### src/rhda_consts.svh
// register map, field positions, reset values and timing constants of the root hub descriptor
`ifndef RHDA_CONSTS_SVH
`define RHDA_CONSTS_SVH

`define RHDA_REG_OFFSET   8'h48
`define RHDA_PGD_MSB      31
`define RHDA_PGD_LSB      24
`define RHDA_RSVD_MSB     23
`define RHDA_RSVD_LSB     13
`define RHDA_NOOC_BIT       12
`define RHDA_OCMODE_BIT     11
`define RHDA_COMPOUND_BIT   10
`define RHDA_NOSW_BIT       9
`define RHDA_SWMODE_BIT     8
`define RHDA_PORTS_MSB      7
`define RHDA_PORTS_LSB      0

`define RHDA_PGD_RST        8'hFF
`define RHDA_NOOC_RST       1'b0
`define RHDA_NOSW_RST       1'b0
`define RHDA_SWMODE_RST     1'b1
`define RHDA_PORTS_RST      8'h02
`define RHDA_COMPOUND_VALUE 1'b0

`define RHDA_MIN_PORTS    8'h01
`define RHDA_MAX_PORTS    15

`define RHDA_UNIT_NS      2000000
`define RHDA_CLK_NS       20
`define RHDA_UNIT_CYCLES  (`RHDA_UNIT_NS / `RHDA_CLK_NS)

`endif

### src/rhda_pkg.sv
// types and shared decoding for the root hub descriptor block
`include "rhda_consts.svh"

package rhda_pkg;

   typedef enum logic [1:0] {
      RHDA_PM_GANGED     = 2'b00,
      RHDA_PM_INDIVIDUAL = 2'b01,
      RHDA_PM_ALWAYS     = 2'b11
   } rhda_power_mode_t;

   typedef enum logic [1:0] {
      RHDA_OC_COLLECTIVE = 2'b00,
      RHDA_OC_PER_PORT   = 2'b01,
      RHDA_OC_NONE       = 2'b11
   } rhda_oc_mode_t;

   typedef struct packed {
      logic [7:0]                    power_good_delay;
      logic                          no_overcurrent_protection;
      logic                          overcurrent_report_mode;
      logic                          no_power_switching;
      logic                          power_switch_mode;
      logic [31:0]                   rdata;
      logic                          rd_valid;
      logic [23:0]                   tick_cnt;
      logic                          tick;
      logic                          oc_global;
      logic [`RHDA_MAX_PORTS-1:0]    oc_port;
   } rhda_top_state_t;

   typedef struct packed {
      logic [`RHDA_MAX_PORTS-1:0]        power;
      logic [`RHDA_MAX_PORTS-1:0]        good;
      logic [`RHDA_MAX_PORTS-1:0][7:0]   wait_cnt;
   } rhda_port_state_t;

   // switching scheme from the two descriptor bits
   function automatic rhda_power_mode_t rhda_power_mode(input logic no_sw, input logic sw_mode);
      if (no_sw) begin
         return RHDA_PM_ALWAYS;
      end
      return sw_mode ? RHDA_PM_INDIVIDUAL : RHDA_PM_GANGED;
   endfunction

   // reporting scheme from the two descriptor bits
   function automatic rhda_oc_mode_t rhda_oc_mode(input logic no_oc, input logic oc_rep);
      if (no_oc) begin
         return RHDA_OC_NONE;
      end
      return oc_rep ? RHDA_OC_PER_PORT : RHDA_OC_COLLECTIVE;
   endfunction

endpackage

### src/rhda_port_power.sv
// per-port power switching and power-on-to-power-good timing of the root hub
`include "rhda_consts.svh"
module rhda_port_power
   import rhda_pkg::*;
#(
   parameter int NUM_PORTS = 2
) (
   input  wire logic                         i_clk,             // system clock
   input  wire logic                         i_rstn,            // synchronous reset, active low
   input  wire logic                         i_no_sw,           // no power switching
   input  wire logic                         i_sw_mode,         // power switch mode
   input  wire logic [7:0]                   i_pgd,             // power good delay in 2 ms units
   input  wire logic                         i_tick,            // one pulse per 2 ms
   input  wire logic [`RHDA_MAX_PORTS-1:0]   i_mask,            // per_port_power_mask, bit n = port n+1
   input  wire logic                         i_global_set,      // set global power
   input  wire logic                         i_global_clr,      // clear global power
   input  wire logic [`RHDA_MAX_PORTS-1:0]   i_port_set,        // set port power
   input  wire logic [`RHDA_MAX_PORTS-1:0]   i_port_clr,        // clear port power
   input  wire logic [`RHDA_MAX_PORTS-1:0]   i_oc_off,          // overcurrent power removal
   output logic      [`RHDA_MAX_PORTS-1:0]   o_power,           // port power state
   output logic      [`RHDA_MAX_PORTS-1:0]   o_good             // power good reached
);

   rhda_port_state_t  st_ff;
   rhda_port_state_t  nxt_st;
   rhda_power_mode_t  mode;

   assign mode = rhda_power_mode(i_no_sw, i_sw_mode);

   always_comb begin
      logic on_cmd;
      logic off_cmd;
      on_cmd  = 1'b0;
      off_cmd = 1'b0;
      nxt_st  = st_ff;
      for (int p = 0; p < `RHDA_MAX_PORTS; p++) begin
         case (mode)
            RHDA_PM_ALWAYS: begin
               on_cmd  = 1'b1;
               off_cmd = 1'b0;
            end
            RHDA_PM_INDIVIDUAL: begin
               if (i_mask[p]) begin
                  on_cmd  = i_port_set[p];
                  off_cmd = i_port_clr[p];
               end else begin
                  on_cmd  = i_global_set;
                  off_cmd = i_global_clr;
               end
            end
            default: begin
               on_cmd  = i_global_set;
               off_cmd = i_global_clr;
            end
         endcase
         if (p >= NUM_PORTS) begin
            nxt_st.power[p] = 1'b0;
         end else if ((off_cmd || i_oc_off[p]) && mode != RHDA_PM_ALWAYS) begin
            nxt_st.power[p] = 1'b0;
         end else if (on_cmd) begin
            nxt_st.power[p] = 1'b1;
         end
         // restart the wait whenever a port newly turns on
         if (nxt_st.power[p] && !st_ff.power[p]) begin
            nxt_st.wait_cnt[p] = i_pgd;
         end else if (i_tick && st_ff.wait_cnt[p] != 8'h00) begin
            nxt_st.wait_cnt[p] = st_ff.wait_cnt[p] - 8'h01;
         end
         nxt_st.good[p] = nxt_st.power[p] && nxt_st.wait_cnt[p] == 8'h00;
      end
   end

   always_ff @(posedge i_clk) begin
      if (!i_rstn) begin
         st_ff <= '0;
      end else begin
         st_ff <= nxt_st;
      end
   end

   assign o_power = st_ff.power;
   assign o_good  = st_ff.good;

endmodule

### src/rhda_top.sv
// root hub descriptor A register with the port power and overcurrent logic it configures
//
// Functional notes
// software rewrites reserved bits with reset value
// bits 31:24 power good delay, 2 ms units
// software waits that delay before port access
// bit 12: collective overcurrent or none
// bit 11: collective/per-port when bit 12 clear
// reset overcurrent mode equals power switch mode
// bit 10 compound device always reads 0
// bit 9: switched or always powered ports
// bit 8: ganged or individual when bit 9 clear
// masked port obeys only per-port commands
// unmasked port obeys only global commands
// bits 7:0 port count, 1 to 15
// reserved bits read zero, writes ignored
`include "rhda_consts.svh"
module rhda_top
   import rhda_pkg::*;
#(
   parameter logic [7:0]  PGD_RESET     = `RHDA_PGD_RST,      // power good delay after reset
   parameter logic        NO_OC_RESET   = `RHDA_NOOC_RST,     // no overcurrent protection after reset
   parameter logic        NO_SW_RESET   = `RHDA_NOSW_RST,     // no power switching after reset
   parameter logic        SW_MODE_RESET = `RHDA_SWMODE_RST,   // power switch mode after reset
   parameter logic [7:0]  PORTS_BUILT   = `RHDA_PORTS_RST,    // downstream ports built in
   parameter logic [23:0] UNIT_CYCLES   = 24'(`RHDA_UNIT_CYCLES) // clock cycles per 2 ms
) (
   input  wire logic                         i_clk,             // system clock, 50 MHz
   input  wire logic                         i_rstn,            // synchronous reset, active low
   input  wire logic [7:0]                   i_addr,            // register byte offset
   input  wire logic                         i_wr_en,           // write strobe
   input  wire logic                         i_rd_en,           // read strobe
   input  wire logic [3:0]                   i_be,              // byte enables
   input  wire logic [31:0]                  i_wdata,           // write data
   input  wire logic [`RHDA_MAX_PORTS-1:0]   i_per_port_power_mask, // mask, bit n = port n+1
   input  wire logic                         i_global_set,      // set global power command
   input  wire logic                         i_global_clr,      // clear global power command
   input  wire logic [`RHDA_MAX_PORTS-1:0]   i_port_set,        // set port power commands
   input  wire logic [`RHDA_MAX_PORTS-1:0]   i_port_clr,        // clear port power commands
   input  wire logic [`RHDA_MAX_PORTS-1:0]   i_overcurrent,     // overcurrent sense per port
   output logic      [31:0]                  o_rdata,           // read data
   output logic                              o_rd_valid,        // read data valid pulse
   output logic      [`RHDA_MAX_PORTS-1:0]   o_port_power,      // port power state
   output logic      [`RHDA_MAX_PORTS-1:0]   o_port_power_good, // power good delay elapsed
   output logic                              o_oc_global,       // collective overcurrent
   output logic      [`RHDA_MAX_PORTS-1:0]   o_oc_port          // per-port overcurrent
);

   ////////////////////////////////////////////////////////////////////////////////

   // reported port count, held inside 1..15
   function automatic logic [7:0] port_count(input logic [7:0] n);
      if (n < `RHDA_MIN_PORTS) begin
         return `RHDA_MIN_PORTS;
      end
      if (n > 8'(`RHDA_MAX_PORTS)) begin
         return 8'(`RHDA_MAX_PORTS);
      end
      return n;
   endfunction

   function automatic logic reg_hit(input logic [7:0] addr);
      return addr == `RHDA_REG_OFFSET;
   endfunction

   localparam logic [7:0] PORT_COUNT = port_count(PORTS_BUILT);
   localparam int         NUM_PORTS  = int'(PORT_COUNT);

   ////////////////////////////////////////////////////////////////////////////////

   rhda_top_state_t             st_ff;
   rhda_top_state_t             nxt_st;
   rhda_oc_mode_t               oc_mode;
   rhda_power_mode_t            pw_mode;
   logic [`RHDA_MAX_PORTS-1:0]  port_valid;
   logic [`RHDA_MAX_PORTS-1:0]  oc_seen;
   logic [`RHDA_MAX_PORTS-1:0]  oc_off;
   logic [31:0]                 reg_value;

   assign oc_mode = rhda_oc_mode(st_ff.no_overcurrent_protection, st_ff.overcurrent_report_mode);
   assign pw_mode = rhda_power_mode(st_ff.no_power_switching, st_ff.power_switch_mode);

   generate
      for (genvar p = 0; p < `RHDA_MAX_PORTS; p++) begin : g_valid
         assign port_valid[p] = (p < NUM_PORTS);
      end
   endgenerate

   assign oc_seen = i_overcurrent & port_valid;

   // overcurrent removes power from switched ports the way it is reported
   always_comb begin
      case (oc_mode)
         RHDA_OC_COLLECTIVE: oc_off = (|oc_seen) ? port_valid : '0;
         RHDA_OC_PER_PORT:   oc_off = oc_seen;
         default:            oc_off = '0;
      endcase
   end

   always_comb begin
      reg_value = '0;
      reg_value[`RHDA_PGD_MSB:`RHDA_PGD_LSB] = st_ff.power_good_delay;
      reg_value[`RHDA_NOOC_BIT]     = st_ff.no_overcurrent_protection;
      reg_value[`RHDA_OCMODE_BIT]   = st_ff.overcurrent_report_mode;
      reg_value[`RHDA_COMPOUND_BIT] = `RHDA_COMPOUND_VALUE;
      reg_value[`RHDA_NOSW_BIT]     = st_ff.no_power_switching;
      reg_value[`RHDA_SWMODE_BIT]   = st_ff.power_switch_mode;
      reg_value[`RHDA_PORTS_MSB:`RHDA_PORTS_LSB] = PORT_COUNT;
   end

   ////////////////////////////////////////////////////////////////////////////////

   always_comb begin
      nxt_st          = st_ff;
      nxt_st.rd_valid = 1'b0;
      nxt_st.tick     = 1'b0;
      // 2 ms enable for the power good timers
      if (st_ff.tick_cnt >= UNIT_CYCLES - 24'h000001) begin
         nxt_st.tick_cnt = '0;
         nxt_st.tick     = 1'b1;
      end else begin
         nxt_st.tick_cnt = st_ff.tick_cnt + 24'h000001;
      end
      if (i_wr_en && reg_hit(i_addr)) begin
         // reserved, device type and port count bits are not writable
         if (i_be[3]) begin
            nxt_st.power_good_delay = i_wdata[`RHDA_PGD_MSB:`RHDA_PGD_LSB];
         end
         if (i_be[1]) begin
            nxt_st.no_overcurrent_protection = i_wdata[`RHDA_NOOC_BIT];
            nxt_st.overcurrent_report_mode   = i_wdata[`RHDA_OCMODE_BIT];
            nxt_st.no_power_switching        = i_wdata[`RHDA_NOSW_BIT];
            nxt_st.power_switch_mode         = i_wdata[`RHDA_SWMODE_BIT];
         end
      end
      if (i_rd_en) begin
         nxt_st.rd_valid = 1'b1;
         nxt_st.rdata    = reg_hit(i_addr) ? reg_value : 32'h00000000;
      end
      nxt_st.oc_global = (oc_mode == RHDA_OC_COLLECTIVE) && (|oc_seen);
      nxt_st.oc_port   = (oc_mode == RHDA_OC_PER_PORT) ? oc_seen : '0;
   end

   always_ff @(posedge i_clk) begin
      if (!i_rstn) begin
         st_ff                           <= '0;
         st_ff.power_good_delay          <= PGD_RESET;
         st_ff.no_overcurrent_protection <= NO_OC_RESET;
         st_ff.overcurrent_report_mode   <= SW_MODE_RESET;
         st_ff.no_power_switching        <= NO_SW_RESET;
         st_ff.power_switch_mode         <= SW_MODE_RESET;
      end else begin
         st_ff <= nxt_st;
      end
   end

   ////////////////////////////////////////////////////////////////////////////////

   rhda_port_power #(
      .NUM_PORTS (NUM_PORTS)
   ) u_port_power (
      .i_clk        (i_clk),
      .i_rstn       (i_rstn),
      .i_no_sw      (st_ff.no_power_switching),
      .i_sw_mode    (st_ff.power_switch_mode),
      .i_pgd        (st_ff.power_good_delay),
      .i_tick       (st_ff.tick),
      .i_mask       (i_per_port_power_mask),
      .i_global_set (i_global_set),
      .i_global_clr (i_global_clr),
      .i_port_set   (i_port_set),
      .i_port_clr   (i_port_clr),
      .i_oc_off     (oc_off),
      .o_power      (o_port_power),
      .o_good       (o_port_power_good)
   );

   assign o_rdata     = st_ff.rdata;
   assign o_rd_valid  = st_ff.rd_valid;
   assign o_oc_global = st_ff.oc_global;
   assign o_oc_port   = st_ff.oc_port;

endmodule

### config.mk
export PLATFORM = sky130hd
export DESIGN_NAME = rhda_top
export DESIGN_NICKNAME = d
export VERILOG_FILES = /design/src/rhda_pkg.sv /design/src/rhda_port_power.sv /design/src/rhda_top.sv
export VERILOG_INCLUDE_DIRS = /design/src
export SDC_FILE = /design/constraint.sdc
export NUM_CORES = 1
export LEC_CHECK = 0
export BUFFER_PORTS_ARGS = -buffer_cell sky130_fd_sc_hd__buf_4
export CAP_MARGIN = 20
export CORE_UTILIZATION = 45
export DETAILED_ROUTE_END_ITERATION = 12
export PLACE_DENSITY = 0.78
export SYNTH_ARGS = -nofsm -noshare
export SYNTH_HDL_FRONTEND = slang
export SYNTH_SLANG_ARGS = --single-unit
### constraint.sdc
create_clock -name i_clk -period 4.39 [get_ports i_clk]
set_clock_uncertainty 0.1 [all_clocks]
set_input_delay 0.6585 -clock i_clk [delete_from_list [all_inputs] [get_ports i_clk]]
set_output_delay 0.6585 -clock i_clk [all_outputs]
set_load 0.02 [all_outputs]
==> impl_metrics.py <==
metrics = {
    "placed_design": {
        "gp_congestion": 0.890,
        "placed_cells": 584,
        "pre_cts_ws_ns": 1.78,
        "hpwl_um": 5580,
        "io_buffers": 56,
    },
    "clock_tree": {
        "hold_buffers": 0,
        "clk_latency_ns": 0.34,
        "cts-resized-gates": 0,
        "clk_pin_slew_ns": 0.08,
        "cts.sinks": 74,
        "clock_path_buffers": 2,
        "tritoncts": "done",
        "cts_root_buffer": "clkbuf_8",
        "cts_made_buffers": 9,
        "post-cts-setup-buffers": 0,
        "h-tree-depth": 3,
    },
    "synth": {
        "synth.cell_area_mm2": 0.00394,
        "postSynthAreaPerCell_um2": 8.79,
        "yosysWarningCount": 0,
        "yosysMostFrequentCell": "buf_4",
        "async_flop_share_pct": 0,
        "synthFlopType": "dfxtp_1",
        "yosysTopAreaCellShare_pct": 37.6,
        "yosysTopAreaCell": "dfxtp_1",
        "syn_inst": 448,
        "ys_ff_latch": 74,
        "synthTopCellsByArea": "dfxtp_1 (38%), buf_4 (15%), nor2b_1 (5.2%)",
        "yosysUniqueCellTypes": 49,
        "synth_edf_count": 0,
        "synth_common_cells": "buf_4 (77), dfxtp_1 (74), nand2_1 (34), nor2b_1 (33), nor2_1 (31)",
        "ys_seq_area_share_pct": 37.6,
    },
    "floorplan": {
        "die_y_um": 95.5,
        "fp.dieW_um": 95.5,
        "top_level_ports": 189,
        "start_util_pct": 47.2,
        "coreArea_mm2": 0.00834,
        "dieArea_mm2": 0.00913,
        "rows": 33,
    },
    "power_and_ir_drop": {
        "comb_power_share_pct": 21.0,
        "p_seq_share_pct": 47.0,
        "p_int_mw": 1.11,
        "swShare_pct": 29.1,
        "p_switching_uw": 456,
        "powerDensity_mw_per_mm2": 366,
        "vdd_drop_max_uv": 166,
        "p_leak_nw": 1.94,
        "clockPowerShare_pct": 32.0,
        "totalPowerFinal_mw": 1.57,
    },
    "grt": {
        "grt_pass1_wl_um": 12900,
        "gr-total-overflow": 0,
        "grtUsageTotal_pct": 18.3,
        "antenna_found_initial": 0,
        "grt_pass1_vias": 2809,
        "grt_max_degree": 50,
    },
    "worst_setup_path": {
        "endpoint_kind": "flip-flop",
        "crit_path_end": "u_port_power.o_good[0]",
        "reg2regPathDepth": 7,
        "rrSetupSlack_ns": 1.67,
        "arrival_ns": 2.86,
        "start_kind": "flip-flop",
        "cp-startpoint": "u_port_power.st_ff[0]",
        "worstSetupPathType": "reg2reg",
        "required_ns": 4.53,
        "cp_max_fo": 7,
        "timing.rr.end": "u_port_power.o_good[0]",
        "r2r_start": "u_port_power.st_ff[0]",
    },
    "routing": {
        "dr.first_iter.drc_count": 147,
        "drtPass1Iterations": 4,
        "wl_per_cell_um": 12.9,
        "wl_um": 7710,
        "vias": 3057,
        "drc": 0,
        "viasPerCell": 5.11,
        "ant_nets": 0,
    },
    "sta": {
        "timing.final.ws_setup_ns": 1.67,
        "final-setup-viol-count": 0,
        "worst_pin_slew_ns": 0.756,
        "layout_worst_path_cycle_share_pct": 61.9,
        "relSlewSlack_pct": 49.5,
        "max_freq_mhz": 368,
        "tns_ns": 0,
        "hold_violations": 0,
        "rsz0062_at_grt": "false",
        "period_needed_ns": 2.72,
        "maxSlewViolCount": 0,
    },
    "finish": {
        "syn2layout_area_growth_pct": 8.93,
        "finalNetCount": 605,
        "drive_gt1_share_pct": 14.8,
        "nFillCells": 788,
        "layoutNonFillerInstCount": 598,
        "antenna_cells": 0,
    },
    "min_path": {
        "hp-class": "reg2reg",
    },
    "run_status": {
        "status": "completed",
    },
    "job": {
        "maxCapViolations": 0,
    },
}
final cells by class:
class                      instances  area, um2  share of cell area [%]
multi-input combinational        341       2040                    47.6
clock buffer                      12        145                    3.38
timing repair buffer              56        420                    9.80
sequential                        74       1480                    34.5
clock inverter                     2       38.8                   0.904
inverter                           8       30.0                   0.700
tap                              105        131                    3.06
flip-flops by register name, indices dropped and copies added, names as in the netlist:
signal                count
st_ff                    25
o_rdata                  13
reg_value                12
u_port_power.o_good       2
u_port_power.st_ff       16
o_rd_valid                1
o_oc_port                 2
u_port_power.o_power      2
o_oc_global               1
cell usage in the layout (no fill, tap or decap), types with 5 or more instances in the layout:
master	instances
dfxtp_1	74
conb_1	65
buf_4	56
nand2_1	34
nor2b_1	33
nor2_1	31
a21oi_1	22
mux2i_1	17
xor2_1	11
clkbuf_8	10
nand3_1	9
nor3_1	9
o211a_1	9
inv_1	8
o21ai_0	8
and3_1	8
xnor2_1	8
and4_1	7
nor4_1	5
ha_1	5
logic make-up (layout without fill, tap and decap cells):
kind of cell	count (synthesis)	in the layout	share of synthesized area, %
AOI/OAI and AO/OA	72	72	12.8
xor gates and xnor gates	19	19	4.23
adders and majority gates	5	5	1.59
buffers and inverters	97	78	16.6
DFF	74	74	37.6
muxes	17	17	4.32
other	1	65	0.0952
and+or+nand+nor	163	163	22.7
worst max-delay path, stage by stage (launching register included):
cell and delay [ns]:
dfxtp_1 0.32, inv_1 0.13, ha_1 0.17, nor3b_1 0.63
a2111oi_0 0.27, a311oi_1 0.53, a22oi_1 0.17, nor4b_2 0.30
per-layer routing:
layer | wire (um) | part of all wire, % | vias to the layer above | track usage, %
li1 | - | - | 1494 | -
met1 | 3300 | 43 | 1410 | 22.1
met2 | 3720 | 48 | 141 | 31.0
met3 | 557 | 7.2 | 12 | 3.35
met4 | 134 | 1.7 | 0 | 9.08
met5 | 0 | 0 | - | 0
worst min-delay path by stage:
stage               depth (start not counted)  slack [ns]      start   endpoint
finish                                      1        0.36  st_ff[17]  st_ff[17]
global route                                1        0.41  st_ff[17]  st_ff[17]
CTS                                         1        0.37  st_ff[17]  st_ff[17]
detailed placement                          1        0.35  st_ff[17]  st_ff[17]
global placement                            1        0.34  st_ff[17]  st_ff[17]
floorplan                                   1        0.33  st_ff[17]  st_ff[17]
power by group through the flow:
| stage | combinational, mW | sequential [mW] | clock, mW |
|---|---|---|---|
| floorplan | 0.299 | 0.743 | 0 |
| global placement | 0.314 | 0.750 | 0 |
| detailed placement | 0.323 | 0.752 | 0 |
| CTS | 0.325 | 0.737 | 0.510 |
| global route | 0.367 | 0.743 | 0.541 |
| finish | 0.329 | 0.738 | 0.502 |
per-stage QoR:
step | hold WS (ns) | utilization (%) | area, um2
2_1_floorplan | 0.326 | - | 4180
3_3_place_gp | 0.340 | 49.2 | 4110
3_5_place_dp | 0.352 | 49.2 | 4110
4_1_cts | 0.369 | 51.4 | 4290
5_1_grt | 0.412 | 51.4 | 4290
6_report | 0.362 | 51.4 | 4290
No activity file was read; power rests on OpenSTA's default activity.
